<file path="src/common/audio_port_routing_config_map.svh">
// Offsets, field positions, reset values and codes of the audio port routing registers.
// Assumes it is included by its bare name from design files that need the map.
`ifndef AUDIO_PORT_ROUTING_CONFIG_MAP_SVH
`define AUDIO_PORT_ROUTING_CONFIG_MAP_SVH

`define PIN_TRIG_OFS      8'h15
`define PORT_EN_OFS       8'h18
`define LANE_CFG_OFS      8'h19

`define PIN_TRIG_RST      8'h00
`define PORT_EN_RST       8'h40
`define LANE_CFG_RST      8'h00

`define PIN_TRIG_WMASK    8'hF0
`define PORT_EN_WMASK     8'hFF
`define LANE_CFG_WMASK    8'hF8

`define BIAS_SEL_HI       7
`define BIAS_SEL_LO       6
`define CONV_SEL_HI       5
`define CONV_SEL_LO       4
`define PRI_DIS_BIT       7
`define SEC_DIS_BIT       6
`define GANG_BIT          5
`define CHAIN_EN_HI       4
`define CHAIN_EN_LO       3
`define CHAIN_IN_HI       2
`define CHAIN_IN_LO       0
`define OUT_LANE_HI       7
`define OUT_LANE_LO       6
`define IN_LANE_HI        5
`define IN_LANE_LO        4
`define CHAIN_DIR_BIT     3

`define CHAIN_IN_OFF      3'h0
`define CHAIN_IN_GP1      3'h1
`define CHAIN_IN_GP2      3'h2
`define CHAIN_IN_INONLY   3'h3
`define CHAIN_IN_SDIN     3'h5

`define LANE_SPLIT        2'h0
`define LANE_PRIMARY      2'h1
`define LANE_SECONDARY    2'h2

`endif

</file>
<file path="src/common/audio_port_routing_pkg.sv">
// Types shared by the audio port routing configuration block.
// Assumes the constants come from audio_port_routing_config_map.svh.
package audio_port_routing_pkg;

  // Chain enable codes in their encoded order; the last one is reserved.
  typedef enum logic [1:0] {
    CHAIN_OFF,
    CHAIN_PRIMARY,
    CHAIN_SECONDARY,
    CHAIN_RESERVED
  } chain_mode_t;

  typedef struct packed {
    logic [7:0] pinTrig;
    logic [7:0] portEn;
    logic [7:0] laneCfg;
    logic [7:0] rdData;
    logic       rdValid;
    logic       convPrev;
    logic       biasEn;
    logic       convStart;
    logic       chainData;
    logic       chainActive;
    logic       chainOnInput;
    logic       primaryActive;
    logic       secondaryActive;
    logic       secondaryFollows;
    logic       primaryDualOut;
    logic       secondaryDualOut;
    logic       primaryDualIn;
    logic       secondaryDualIn;
  } state_t;

endpackage

</file>
<file path="src/rtl/audio_port_routing_config.sv">
// Configuration registers that route the audio serial ports and pin triggers.
// Assumes the control port has already been decoded into byte-wide register
// reads and writes, and that all pin inputs are synchronous to clk.
//
// Overview of operation
// - Bits 7-6 choose bias enable pin.
// - Bits 5-4 choose converter start pin.
// - Reserved bits read zero, write reset value.
// - Bit 7 set disables primary port.
// - Bit 6 disables secondary port, resets set.
// - Gang bit makes secondary copy primary settings.
// - Bits 4-3 pick chaining port or off.
// - Chaining allows one port, single lanes.
// - Bits 2-0 pick chained data source.
// - Bits 7-6 assign data output lanes.
// - Bits 5-4 assign data input lanes.
// - Bit 3 chains input or output path.
`timescale 1ns/1ps
`include "audio_port_routing_config_map.svh"

module audio_port_routing_config (
  input  wire logic       clk,
  input  wire logic       rst,
  input  wire logic       regWrEn,
  input  wire logic       regRdEn,
  input  wire logic [7:0] regAddr,
  input  wire logic [7:0] regWrData,
  output logic      [7:0] regRdData,
  output logic            regRdValid,
  input  wire logic       generalPinOne,
  input  wire logic       generalPinTwo,
  input  wire logic       inputOnlyPinOne,
  input  wire logic       serialDataIn,
  input  wire logic       biasEnableCtl,
  input  wire logic       convStartReq,
  output logic            microphoneBiasEn,
  output logic            converterStart,
  output logic            chainDataIn,
  output logic            chainActive,
  output logic            chainOnInput,
  output logic            primaryPortActive,
  output logic            secondaryPortActive,
  output logic            secondaryFollowsPrimary,
  output logic            primaryDualOut,
  output logic            secondaryDualOut,
  output logic            primaryDualIn,
  output logic            secondaryDualIn
);

  ////////////////////////////////////////////////////////////////////////////
  // Helpers.

  function automatic logic pickPin(input logic [1:0] sel, input logic p1, input logic p2, input logic p3);
    logic lvl;
    lvl = 1'b0;
    unique case (sel)
      2'h1:    lvl = p1;
      2'h2:    lvl = p2;
      2'h3:    lvl = p3;
      default: lvl = 1'b0;
    endcase
    return lvl;
  endfunction

  audio_port_routing_pkg::state_t state_r;
  audio_port_routing_pkg::state_t state_nxt;
  audio_port_routing_pkg::chain_mode_t chainMode;
  logic [1:0] biasSel;
  logic [1:0] convSel;
  logic [2:0] chainSel;
  logic [1:0] outLane;
  logic [1:0] inLane;
  logic       convLvl;
  logic       chainOn;

  assign biasSel  = state_r.pinTrig[`BIAS_SEL_HI:`BIAS_SEL_LO];
  assign convSel  = state_r.pinTrig[`CONV_SEL_HI:`CONV_SEL_LO];
  assign chainSel = state_r.portEn[`CHAIN_IN_HI:`CHAIN_IN_LO];
  assign outLane  = state_r.laneCfg[`OUT_LANE_HI:`OUT_LANE_LO];
  assign inLane   = state_r.laneCfg[`IN_LANE_HI:`IN_LANE_LO];
  assign chainMode = audio_port_routing_pkg::chain_mode_t'(state_r.portEn[`CHAIN_EN_HI:`CHAIN_EN_LO]);
  // The reserved chain code is treated as chaining off so a stray write cannot strand both ports.
  assign chainOn  = (chainMode == audio_port_routing_pkg::CHAIN_PRIMARY) ||
                    (chainMode == audio_port_routing_pkg::CHAIN_SECONDARY);
  assign convLvl  = pickPin(convSel, generalPinOne, generalPinTwo, inputOnlyPinOne);

  ////////////////////////////////////////////////////////////////////////////
  // Next state.

  always_comb begin
    state_nxt = state_r;
    state_nxt.rdValid = regRdEn;
    state_nxt.rdData  = 8'h00;
    if (regRdEn) begin
      unique case (regAddr)
        `PIN_TRIG_OFS: state_nxt.rdData = state_r.pinTrig;
        `PORT_EN_OFS:  state_nxt.rdData = state_r.portEn;
        `LANE_CFG_OFS: state_nxt.rdData = state_r.laneCfg;
        default:       state_nxt.rdData = 8'h00;
      endcase
    end
    // Reserved bits are never stored, so they always read back as zero.
    if (regWrEn) begin
      unique case (regAddr)
        `PIN_TRIG_OFS: state_nxt.pinTrig = regWrData & `PIN_TRIG_WMASK;
        `PORT_EN_OFS:  state_nxt.portEn  = regWrData & `PORT_EN_WMASK;
        `LANE_CFG_OFS: state_nxt.laneCfg = regWrData & `LANE_CFG_WMASK;
        default:       state_nxt.portEn  = state_r.portEn;
      endcase
    end

    // A pin adds to the register control; a disabled select leaves only the register.
    state_nxt.biasEn = biasEnableCtl | pickPin(biasSel, generalPinOne, generalPinTwo, inputOnlyPinOne);
    state_nxt.convPrev  = convLvl;
    // Changing the select can produce one spurious start if the new pin is already high.
    state_nxt.convStart = convStartReq | (convLvl & ~state_r.convPrev);

    unique case (chainSel)
      `CHAIN_IN_GP1:  state_nxt.chainData = generalPinOne;
      `CHAIN_IN_GP2:  state_nxt.chainData = generalPinTwo;
      `CHAIN_IN_INONLY: state_nxt.chainData = inputOnlyPinOne;
      `CHAIN_IN_SDIN: state_nxt.chainData = serialDataIn;
      default:        state_nxt.chainData = 1'b0;
    endcase

    state_nxt.chainActive  = chainOn;
    state_nxt.chainOnInput = chainOn & state_r.laneCfg[`CHAIN_DIR_BIT];
    state_nxt.primaryActive = ~state_r.portEn[`PRI_DIS_BIT] &
                              (chainMode != audio_port_routing_pkg::CHAIN_SECONDARY);
    state_nxt.secondaryActive = ~state_r.portEn[`SEC_DIS_BIT] &
                                (chainMode != audio_port_routing_pkg::CHAIN_PRIMARY);
    state_nxt.secondaryFollows = state_r.portEn[`GANG_BIT];
    // Chaining forces one data output and one data input per port.
    state_nxt.primaryDualOut   = ~chainOn & (outLane == `LANE_PRIMARY);
    state_nxt.secondaryDualOut = ~chainOn & (outLane == `LANE_SECONDARY);
    state_nxt.primaryDualIn    = ~chainOn & (inLane == `LANE_PRIMARY);
    state_nxt.secondaryDualIn  = ~chainOn & (inLane == `LANE_SECONDARY);
  end

  ////////////////////////////////////////////////////////////////////////////
  // State register.

  always_ff @(posedge clk or posedge rst) begin
    if (rst) begin
      state_r         <= '0;
      state_r.pinTrig <= `PIN_TRIG_RST;
      state_r.portEn  <= `PORT_EN_RST;
      state_r.laneCfg <= `LANE_CFG_RST;
    end else begin
      state_r <= state_nxt;
    end
  end

  assign regRdData               = state_r.rdData;
  assign regRdValid              = state_r.rdValid;
  assign microphoneBiasEn        = state_r.biasEn;
  assign converterStart          = state_r.convStart;
  assign chainDataIn             = state_r.chainData;
  assign chainActive             = state_r.chainActive;
  assign chainOnInput            = state_r.chainOnInput;
  assign primaryPortActive       = state_r.primaryActive;
  assign secondaryPortActive     = state_r.secondaryActive;
  assign secondaryFollowsPrimary = state_r.secondaryFollows;
  assign primaryDualOut          = state_r.primaryDualOut;
  assign secondaryDualOut        = state_r.secondaryDualOut;
  assign primaryDualIn           = state_r.primaryDualIn;
  assign secondaryDualIn         = state_r.secondaryDualIn;

  ////////////////////////////////////////////////////////////////////////////
  // Checks.

  reserved_zero_a: assert property (@(posedge clk) disable iff (rst)
    (state_r.pinTrig[3:0] == 4'h0) && (state_r.laneCfg[2:0] == 3'h0))
    else $error("Reserved register bits hold a nonzero value.");

  bias_pin_off_a: assert property (@(posedge clk) disable iff (rst)
    (biasSel == 2'h0) ##1 (biasSel == 2'h0) |-> microphoneBiasEn == $past(biasEnableCtl))
    else $error("Bias enable followed a pin while pin control was off.");

  bias_pin_one_a: assert property (@(posedge clk) disable iff (rst)
    (biasSel == 2'h1) && generalPinOne |=> microphoneBiasEn)
    else $error("Bias enable missed the selected general pin.");

  conv_start_edge_a: assert property (@(posedge clk) disable iff (rst)
    (convSel == 2'h3) && (convSel == $past(convSel)) && $rose(inputOnlyPinOne) |=> converterStart)
    else $error("Converter start missed a rising edge on the selected pin.");

  conv_pin_off_a: assert property (@(posedge clk) disable iff (rst)
    (convSel == 2'h0) && !convStartReq |=> !converterStart)
    else $error("Converter start fired with pin start disabled and no request.");

  chain_one_port_a: assert property (@(posedge clk) disable iff (rst)
    chainActive |-> !(primaryPortActive && secondaryPortActive) && !primaryDualOut && !secondaryDualOut
                    && !primaryDualIn && !secondaryDualIn)
    else $error("Chaining left two ports or a dual lane active.");

  port_disable_a: assert property (@(posedge clk) disable iff (rst)
    regWrEn && (regAddr == `PORT_EN_OFS) && regWrData[`PRI_DIS_BIT] |-> ##2 !primaryPortActive)
    else $error("Primary port stayed active after its disable was written.");

  sec_disable_a: assert property (@(posedge clk) disable iff (rst)
    regWrEn && (regAddr == `PORT_EN_OFS) && regWrData[`SEC_DIS_BIT] |-> ##2 !secondaryPortActive)
    else $error("Secondary port stayed active after its disable was written.");

  chain_src_off_a: assert property (@(posedge clk) disable iff (rst)
    (chainSel == `CHAIN_IN_OFF) |=> !chainDataIn)
    else $error("Chained data moved while the chain input was disabled.");

  chain_src_sdin_a: assert property (@(posedge clk) disable iff (rst)
    (chainSel == `CHAIN_IN_SDIN) |=> chainDataIn == $past(serialDataIn))
    else $error("Chained data did not follow the serial data input.");

  gang_follow_a: assert property (@(posedge clk) disable iff (rst)
    secondaryFollowsPrimary == $past(state_r.portEn[`GANG_BIT]))
    else $error("Secondary gang output does not match the gang bit.");

  unmapped_read_a: assert property (@(posedge clk) disable iff (rst)
    regRdEn && (regAddr != `PIN_TRIG_OFS) && (regAddr != `PORT_EN_OFS) && (regAddr != `LANE_CFG_OFS)
    |=> regRdValid && (regRdData == 8'h00))
    else $error("Unmapped read returned nonzero data.");

endmodule

</file>
<file path="config.mk">
export PLATFORM = sky130hd
export DESIGN_NAME = audio_port_routing_config
export DESIGN_NICKNAME = d
export VERILOG_FILES = /design/src/common/audio_port_routing_pkg.sv /design/src/rtl/audio_port_routing_config.sv
export VERILOG_INCLUDE_DIRS = /design/src /design/src/common
export SDC_FILE = /design/constraint.sdc
export NUM_CORES = 1
export LEC_CHECK = 0
export BUFFER_PORTS_ARGS = -buffer_cell sky130_fd_sc_hd__buf_2
export CAP_MARGIN = 20
export CORE_ASPECT_RATIO = 0.75
export CORE_MARGIN = 3
export CORE_UTILIZATION = 48
export CTS_BUF_LIST = sky130_fd_sc_hd__clkbuf_4 sky130_fd_sc_hd__clkbuf_8
export DETAILED_ROUTE_END_ITERATION = 10
export GPL_TIMING_DRIVEN = 0
export PLACE_DENSITY_LB_ADDON = 0.1
export SYNTH_ARGS = -nofsm -noshare
export SYNTH_HDL_FRONTEND = slang
export SYNTH_SLANG_ARGS = --single-unit
</file>
<file path="constraint.sdc">
create_clock -name clk -period 1.2 [get_ports clk]
set_clock_uncertainty 0.2 [all_clocks]
set_input_delay 0.06 -clock clk [delete_from_list [all_inputs] [get_ports clk]]
set_output_delay 0.06 -clock clk [all_outputs]
set_load 0.01 [all_outputs]
</file>
==> metrics.txt, run 1 <==
CTS H-tree depth=2; max-cap violation count=0; TritonCTS buffer count=5; CP Launch Type=input pin; Antenna Cells=0; Layout Nets=243; CP arrival=1.61 ns; Initial Util=0.537; Final ANT Viol Nets=0; Flop pwr share=0.511; final setup fails=22; Post-Synthesis Cells=130; adder-cell share of the synthesized area=0.0148; Synth warnings=0; maximum fanout along the worst path=8; failing checks=negative hold slack, negative setup slack; Post-Synth XOR/XNOR Area=0; fmax=608 MHz; Post-Syn Nets=158; worst r2r path cells=3; internal power=2120 uW; clk buf depth=2; first-pass GRT wire length=6.27 mm; Switching Fraction=0.228; post-route cell area=2500 um^2; hold crit path type=in -> async; WP data required=1.17 ns; CTS tree=done; layout cell share with drive strength beyond 1=0.546; pin count of the biggest net entering global routing=40; via/cell ratio=5.10; Yosys top cell area share=0.563; number of global-route vias before repair=1320; Slew Limit Fails=0; wire per inst=16.0 um; final hold vios=43; vias=1296; die width=74.5 um; clock transition at the registers of the reported paths=0.08 ns; DP HPWL=2.50 mm; asr flop ratio synth=1.00; Switch Pwr=625 uW; PwrDens=1100 nW/um^2; Static Leak=0.00132 uW; Synth cell types=32; largest cells by area after synthesis=dfrtp_1, mux2_2, mux2_4; Fill cells=172; die height=57.4 um; grt ovf=0; DRC=0; commonest non-fill, non-tap cell in the layout=buf_2; Yosys reg bits=39; # port buffers=45; Synth-to-Final Area Change=48.2%; flop-to-flop setup slack=-0.05 ns; FF-to-FF Start=convSel[0]$_DFFE_PP0P_; non-filler instance count after layout=254; clk sinks=39; Post-Syn Area per Cell=13.0 um^2; All-Layer GR Usage=0.197; root cell of the clock tree=clkbuf_8; Iteration-0 DRC Markers=105; FF-to-FF End=converterStart$_DFF_PP0_; Post-synth EDFFs=0; Mapped Area=1690 um^2; row count=17; TritonRoute pass-1 iters=4; placed instance count=213; worst-margin pin slew=0.786 ns; critical path class=in -> reg; Synth Flop Type=dfrtp_1; fin crit period=1.64 ns; DP Area=1990 um^2; cell accounting for the most synthesized area=dfrtp_1; Post-Route WL=4.06 mm; fin crit share=1.37; setup TNS=-5.79 ns; RSZ-0062 raised after global routing=yes; initial antenna violation count=0; Placement Setup Slack=-0.952 ns; Ports=47; overall power=2750 uW; worst skew pair latency=0.29 ns; total core area=3150 um^2; combinational power share=0.133; CP Capture Type=register; Clock power frac=0.356; sequential fraction of the synthesis area=0.578; Synth Area in Compound Gates=0.0377; setup ws final=-0.444 ns; max_slew headroom=0.476; DIE AREA=4280 um^2; largest family of logic cells by synthesized area=multiplexers; post-synthesis mux area share=0.181; minimum hold slack=-0.294 ns; global placement routability congestion=0.828; status=finished, violations left; most frequent cells in the layout=buf_2, dfrtp_1, buf_4; VDD IR max=0.980 mV; Simple-Gate Fraction of Synth Area=0.125
-- worst max path at each step --
stage / startpoint / to / slack, ns / depth (start not counted)
after global placement: regAddr[2] / inLane[1]$_DFFE_PP0P_ / -0.97 / 4
after CTS: regAddr[1] / chainSel[0]$_DFFE_PP0P_ / -0.41 / 5
after floorplan: regAddr[2] / chainMode[0]$_DFFE_PP0P_ / -0.59 / 4
after detailed placement: regAddr[2] / inLane[0]$_DFFE_PP0P_ / -0.95 / 4
final: regAddr[1] / chainSel[0]$_DFFE_PP0P_ / -0.44 / 5
after global routing: regAddr[1] / chainSel[0]$_DFFE_PP0P_ / -0.44 / 5
-- power by group through the flow --
stage,Combinational (uW),Sequential [uW],Clock [uW]
6_report,365,1400,978
5_1_grt,395,1410,1070
4_1_cts,330,1400,1000
3_5_place_dp,244,1430,0
3_3_place_gp,234,1430,0
2_1_floorplan,126,1430,0
-- repair_timing --
item,in CTS,in global routing
cloned,0,0
hold buffers,18,1
buffers inserted,7,8
hold endpoints to repair,68,43
endpoints found under the setup margin,23,33
gates resized for setup,21,9
pin swaps,6,6
-- cell type report --
class | instances | area [um^2] | share of cell area
flip-flops and latches | 39 | 978 | 0.391
clock buffers | 8 | 104 | 0.0415
inverters | 8 | 32.5 | 0.0130
multi-input cells | 73 | 698 | 0.279
plain buffers | 9 | 83.8 | 0.0335
repair buffers | 79 | 561 | 0.224
well taps | 38 | 47.5 | 0.0190
-- per-layer routing --
metal | vias up | global-route usage | wire [um]
met5 | - | 0 | 0
met4 | 0 | 0.0635 | 44
met3 | 7 | 0.0493 | 191
met2 | 41 | 0.322 | 1960
met1 | 643 | 0.256 | 1870
li1 | 605 | - | -
-- logic make-up after synthesis --
family | count (synthesis)
simple gates | 36
flops | 39
compound gates | 10
mux | 25
fa+ha+maj | 2
buf+inv | 18
-- worst max-delay path, stage by stage --
cell and delay (ns):
buf_6 0.09, or4b_4 0.55, or4_4 0.45, buf_12 0.17, mux2_4 0.29
-- state kept, by name, summed over array words and instances (netlist names) --
| name | flops |
|---|---|
| biasSel | 2 |
| chainActive | 1 |
| chainDataIn | 1 |
| chainMode | 2 |
| chainOnInput | 1 |
| chainSel | 3 |
| convSel | 2 |
| converterStart | 1 |
| inLane | 2 |
| microphoneBiasEn | 1 |
| outLane | 2 |
| primaryDualIn | 1 |
| primaryDualOut | 1 |
| primaryPortActive | 1 |
| regRdData | 8 |
| regRdValid | 1 |
| secondaryDualIn | 1 |
| secondaryDualOut | 1 |
| secondaryFollowsPrimary | 1 |
| secondaryPortActive | 1 |
| state_nxt | 1 |
| state_r | 4 |
-- cell usage after synthesis (2+ instances only) --
| master | n |
|---|---|
| dfrtp_1 | 38 |
| mux2_2 | 13 |
| nor2_1 | 9 |
| buf_4 | 8 |
| inv_1 | 8 |
| mux2_4 | 8 |
| nand2_1 | 7 |
| mux2i_1 | 4 |
| a22oi_1 | 3 |
| and2_1 | 3 |
| nor3b_1 | 3 |
| a21oi_1 | 2 |
| ha_1 | 2 |
| nor2b_1 | 2 |
| nor4_1 | 2 |
| o21ai_0 | 2 |
-- through the flow --
stage,utilization,hold slack (ns)
global placement,0.633,0.000284
CTS,0.766,-0.256
floorplan,-,-0.109
finish,0.796,-0.294
detailed placement,0.633,0.000676
global route,0.796,-0.233
(Power assumes the default switching activity.)
==> inputs of run 2 (changes only) <==
CORE_UTILIZATION = 50   (was 48)
clock period = 1.83 ns   (was 1.2 ns; I/O delays follow)
==> metrics.txt, run 2 (synthesis results as in run 1) <==
status=finished, final reports clean; initial antenna violation count=0 (unchanged); CP arrival=1.68 ns (+0.07 ns); worst r2r path cells=3 (unchanged); clk buf depth=2 (unchanged); final setup fails=0 (-100%); FF-to-FF Start=biasSel[0]$_DFFE_PP0P_; Layout Nets=232 (-4.5%); Top delay family on crit path=simple AND/OR/NAND/NOR gates; Clock power frac=0.362 (+0.006); total core area=3080 um^2 (-2.0%); hold path depth=3; worst-margin pin slew=0.644 ns (-0.142 ns); combinational power share=0.110 (-0.023); Static Leak=0.00120 uW (-8.6%); number of global-route vias before repair=1272 (-3.6%); fin crit share=0.940; critical path class=in -> reg; final hold vios=0 (-100%); Final ANT Viol Nets=0 (unchanged); vias=1218 (-6.0%); non-filler instance count after layout=243 (-4.3%); WP data required=1.79 ns (+0.62 ns); Post-Route WL=3.62 mm (-11%); DP HPWL=2.52 mm (+0.87%); CP Launch Type=input pin; commonest non-fill, non-tap cell in the layout=buf_2; max-cap violation count=0 (unchanged); Setup Buffers After CTS=0 (-7); Ports=47 (unchanged); DRC=0 (unchanged); placed instance count=214 (+0.47%); TritonRoute pass-1 iters=4 (unchanged); # port buffers=45 (unchanged); Slew Limit Fails=0 (unchanged); DP Area=2000 um^2 (+0.25%); Antenna Cells=0 (unchanged); minimum hold slack=0.0129 ns (+0.307 ns); global placement routability congestion=0.757 (-8.6%); Flop pwr share=0.528 (+0.017); setup TNS=0 ns (+5.79 ns); Synth-to-Final Area Change=37.0%; grt ovf=0 (unchanged); critical path's slowest cell=or4b_4; PwrDens=753 nW/um^2 (-31%); die width=73.1 um (-1.9%); CTS tree=done; pin count of the biggest net entering global routing=26 (-35%); internal power=1360 uW (-36%); Worst Path Buf+Inv=2 (unchanged); row count=17 (unchanged); max reg flops=8 (unchanged); die height=56.4 um (-1.8%); min-delay src=inputOnlyPinOne; worst skew pair latency=0.28 ns (about the same); clk sinks=39 (unchanged); first-pass GRT wire length=6.00 mm (-4.4%); Switch Pwr=381 uW (-39%); wire per inst=14.9 um (-6.9%); All-Layer GR Usage=0.193 (-0.00437); most frequent cells in the layout=buf_2, dfrtp_1, dlygate4sd3_1; Switching Fraction=0.218 (-0.00919); Hold Path End=state_r[12]$_DFF_PP0_; clock transition at the registers of the reported paths=0.07 ns (about the same); CP max stage delay=0.56 ns (about the same); TritonCTS buffer count=5 (unchanged); root cell of the clock tree=clkbuf_8; fin crit period=1.72 ns; maximum fanout along the worst path=8 (unchanged); fmax=581 MHz; via/cell ratio=5.01 (-1.8%); CP Capture Type=register; FF-to-FF End=microphoneBiasEn$_DFF_PP0_; max_slew headroom=0.570 (+0.0948); crit path cell chain=buf_2 -> or4b_4 -> or4_4 -> buf_8 -> mux2_4; Initial Util=0.548 (+0.0111); RSZ-0062 raised after global routing=no; Fill cells=203 (+18%); VDD IR max=0.500 mV (-49%); post-route cell area=2320 um^2 (-7.5%); layout cell share with drive strength beyond 1=0.449 (-0.0975); CTS H-tree depth=2 (unchanged); flop-to-flop setup slack=0.25 ns (+0.30 ns); hold crit path type=in -> reg; Iteration-0 DRC Markers=58 (-45%); DIE AREA=4120 um^2 (-3.6%)
[run 2: changes by cell type in the layout (fill, tap and decap cells not counted), sizes merged]
cell,before,now
buf,69,56
dlymetal6s4s,1,0
dlygate4sd3,18,21
[run 2: power by group through the flow]
stage,Combinational [uW],Sequential [uW],Clock (uW)
detailed placement,160,937,0
finish,192,921,630
CTS,193,921,645
floorplan,78.6,939,0
global placement,148,935,0
global route,212,925,693
[run 2: how the worst max path moves through the flow]
stage / endpoint / depth (start not counted) / startpoint
finish: chainSel[0]$_DFFE_PP0P_ / 5 / regAddr[2]
global route: state_r[37]$_DFFE_PP0P_ / 5 / regAddr[2]
CTS: state_r[37]$_DFFE_PP0P_ / 5 / regAddr[2]
detailed placement: outLane[0]$_DFFE_PP0P_ / 4 / regAddr[2]
global placement: inLane[1]$_DFFE_PP0P_ / 4 / regAddr[2]
floorplan: chainMode[0]$_DFFE_PP0P_ / 4 / regAddr[2]
[run 2: final cells by class]
type | instances | area (um^2) | share of cell area
inverters | 8 | 30.0 | 0.0130
plain buffers | 10 | 80.1 | 0.0346
flip-flops and latches | 39 | 977 | 0.422
multi-input cells | 73 | 614 | 0.265
repair buffers | 67 | 463 | 0.200
well taps | 38 | 47.5 | 0.0205
clock buffers | 8 | 104 | 0.0448
[run 2: worst min-delay path: stages]
cell	delay (ns)
buf_2	0.11
mux2i_1	0.13
mux2i_1	0.10
[run 2: stage by stage]
stage          worst slack (ns)   util  power, uW
5_1_grt                  0.0914  0.751       1830
3_3_place_gp             -0.356  0.639       1080
6_report                  0.110  0.751       1740
3_5_place_dp             -0.377  0.647       1100
2_1_floorplan            0.0103      -       1020
4_1_cts                   0.117  0.751       1760
[run 2: what timing repair did]
action | CTS | global route
hold buffers | 21 | 0
endpoints found under the hold margin | 41 | 0
resized for setup | 1 | 0
endpoints found under the setup margin | 5 | 0
[run 2: layer usage]
metal / GRT usage / share of wire
met3: 0.0501 / 0.067
met2: 0.294 / 0.46
met4: 0.0605 / 0.013
met1: 0.267 / 0.46
met5: 0 / 0
==> inputs of run 3 (changes only) <==
CORE_UTILIZATION = 53   (was 50)
==> metrics.txt, run 3 (synthesis results as in run 1) <==
status=finished, final reports clean; critical path class=in -> reg; WP data required=1.84 ns (+0.05 ns); Ports=47 (unchanged); initial antenna violation count=0 (unchanged); most frequent cells in the layout=buf_2, dfrtp_1, dlygate4sd3_1; pin count of the biggest net entering global routing=40 (+54%); row count=17 (unchanged); fmax=572 MHz (-1.7%); root cell of the clock tree=clkbuf_8; FF-to-FF End=state_r[12]$_DFF_PP0_; Initial Util=0.564 (+0.0155); # port buffers=45 (unchanged); max_slew headroom=0.484 (-0.0864); clk sinks=39 (unchanged); Flop pwr share=0.546 (+0.018); Layout Nets=235 (+1.3%); CTS H-tree depth=2 (unchanged); flop-to-flop setup slack=0.21 ns (-0.04 ns); max reg flops=8 (unchanged); via/cell ratio=5.06 (+0.97%); clk buf depth=2 (unchanged); worst-margin pin slew=0.773 ns (+0.129 ns); grt ovf=0 (unchanged); total core area=3000 um^2 (-2.8%); DIE AREA=3910 um^2 (-5.1%); maximum fanout along the worst path=4 (-4); die width=71.2 um (-2.6%); Synth-to-Final Area Change=37.2%; All-Layer GR Usage=0.214 (+0.0210); Top Metal Used=met4; Static Leak=0.00121 uW (+0.27%); Switch Pwr=386 uW (+1.3%); RSZ-0062 raised after global routing=no; CTS tree=done; max-cap violation count=0 (unchanged); die height=54.9 um (-2.6%); worst r2r path cells=3 (unchanged); worst skew pair latency=0.28 ns (about the same); fin crit share=0.956 (+0.0160); setup TNS=0 ns (unchanged); number of global-route vias before repair=1284 (+0.94%); crit path to=regRdData[4]$_DFF_PP0_; commonest non-fill, non-tap cell in the layout=buf_2; Antenna Cells=0 (unchanged); overall power=1690 uW (-3.3%); FF-to-FF Start=convSel[0]$_DFFE_PP0P_; CP Launch Type=input pin; internal power=1300 uW (-4.6%); minimum hold slack=0.0595 ns (+0.0466 ns); Final ANT Viol Nets=0 (unchanged); VDD IR max=0.509 mV (+1.8%); global placement routability congestion=0.811 (+7.1%); setup ws final=0.0806 ns (-0.0292 ns); CP arrival=1.76 ns (+0.08 ns); Clock power frac=0.340 (-0.022); Fill cells=201 (-0.99%); final setup fails=0 (unchanged); Setup Buffers After CTS=0 (unchanged); TritonCTS buffer count=5 (unchanged); vias=1245 (+2.2%); DR WL met2=1.76 mm (+6.8%); combinational power share=0.114 (+0.004); Switching Fraction=0.229 (+0.0104); PwrDens=727 nW/um^2 (-3.4%); DRC=0 (unchanged); Iteration-0 DRC Markers=65 (+12%); DP Area=1970 um^2 (-1.4%); fin crit period=1.75 ns (+0.0292 ns); DP HPWL=2.39 mm (-4.9%); wire per inst=14.9 um (-0.24%); Post-Route WL=3.66 mm (+0.99%); Slew Limit Fails=0 (unchanged); clock transition at the registers of the reported paths=0.07 ns (about the same); M1 WL=1.61 mm (-4.0%); Placement Setup Slack=-0.377 ns (-0.0000950 ns); first-pass GRT wire length=6.00 mm (+0.12%); crit path from=regAddr[1]; final hold vios=0 (unchanged); CP Capture Type=register; post-route cell area=2320 um^2 (+0.11%); TritonRoute pass-1 iters=4 (unchanged); hold crit path type=in -> reg; layout cell share with drive strength beyond 1=0.447 (-0.00167); wire length on met3=231 um (-4.1%)
run 3: cell types whose count changed in the layout (fill, tap and decap cells not counted):
cell	delta
clkbuf_8	-2
nand3_1	-1
inv_1	-1
nand3_2	+1
buf_16	-1
clkbuf_4	+1
dlygate4sd3_1	+4
inv_2	+1
clkinv_2	+1
run 3: per-stage QoR:
step                 util  std cells
finish              0.773        246
global route        0.773        246
CTS                 0.771        246
detailed placement  0.657        213
global placement    0.657        213
floorplan               -        130
run 3: power groups by stage:
| stage | sequential (uW) | combinational, uW | clock [uW] |
|---|---|---|---|
| finish | 920 | 192 | 574 |
| global route | 925 | 214 | 635 |
| CTS | 919 | 192 | 592 |
| detailed placement | 936 | 153 | 0 |
| global placement | 934 | 147 | 0 |
| floorplan | 939 | 78.6 | 0 |
run 3: worst min-delay path by stage:
stage | start | endpoint | slack (ns) | depth (start not counted)
finish | inputOnlyPinOne | chainDataIn$_DFF_PP0_ | 0.06 | 4
global route | inputOnlyPinOne | chainDataIn$_DFF_PP0_ | 0.06 | 4
CTS | inputOnlyPinOne | chainDataIn$_DFF_PP0_ | 0.03 | 4
detailed placement | regRdEn | regRdValid$_DFF_PP0_ | 0.04 | 1
global placement | regRdEn | regRdValid$_DFF_PP0_ | 0.03 | 1
floorplan | regRdEn | regRdValid$_DFF_PP0_ | -0.08 | 0
run 3: metal layers:
layer  track usage  vias up
li1              -      591
met1         0.261      611
met2         0.363       39
met3        0.0722        4
met4        0.0750        0
met5             0        -
run 3: layout make-up:
type                            instances  area (um^2)  area share
Clock inverter                          1         5.00     0.00216
Buffer                                 10         80.1      0.0345
Tap cell                               38         47.5      0.0205
Sequential cell                        39          977       0.421
Timing Repair Buffer                   70          475       0.205
Multi-Input combinational cell         73          619       0.267
Inverter                                8         30.0      0.0130
Clock buffer                            7         83.8      0.0362
run 3: critical path, stage by stage:
cell	delay [ns]
buf_2	0.11
dlygate4sd3_1	0.56
nor2_1	0.14
dlygate4sd3_1	0.59
nand3_2	0.12
nor2_1	0.15
run 3: what timing repair did:
action,CTS,global route
hold endpoints to repair,65,0
hold buffers,25,0
endpoints found under the setup margin,5,2
gates resized for setup,1,1
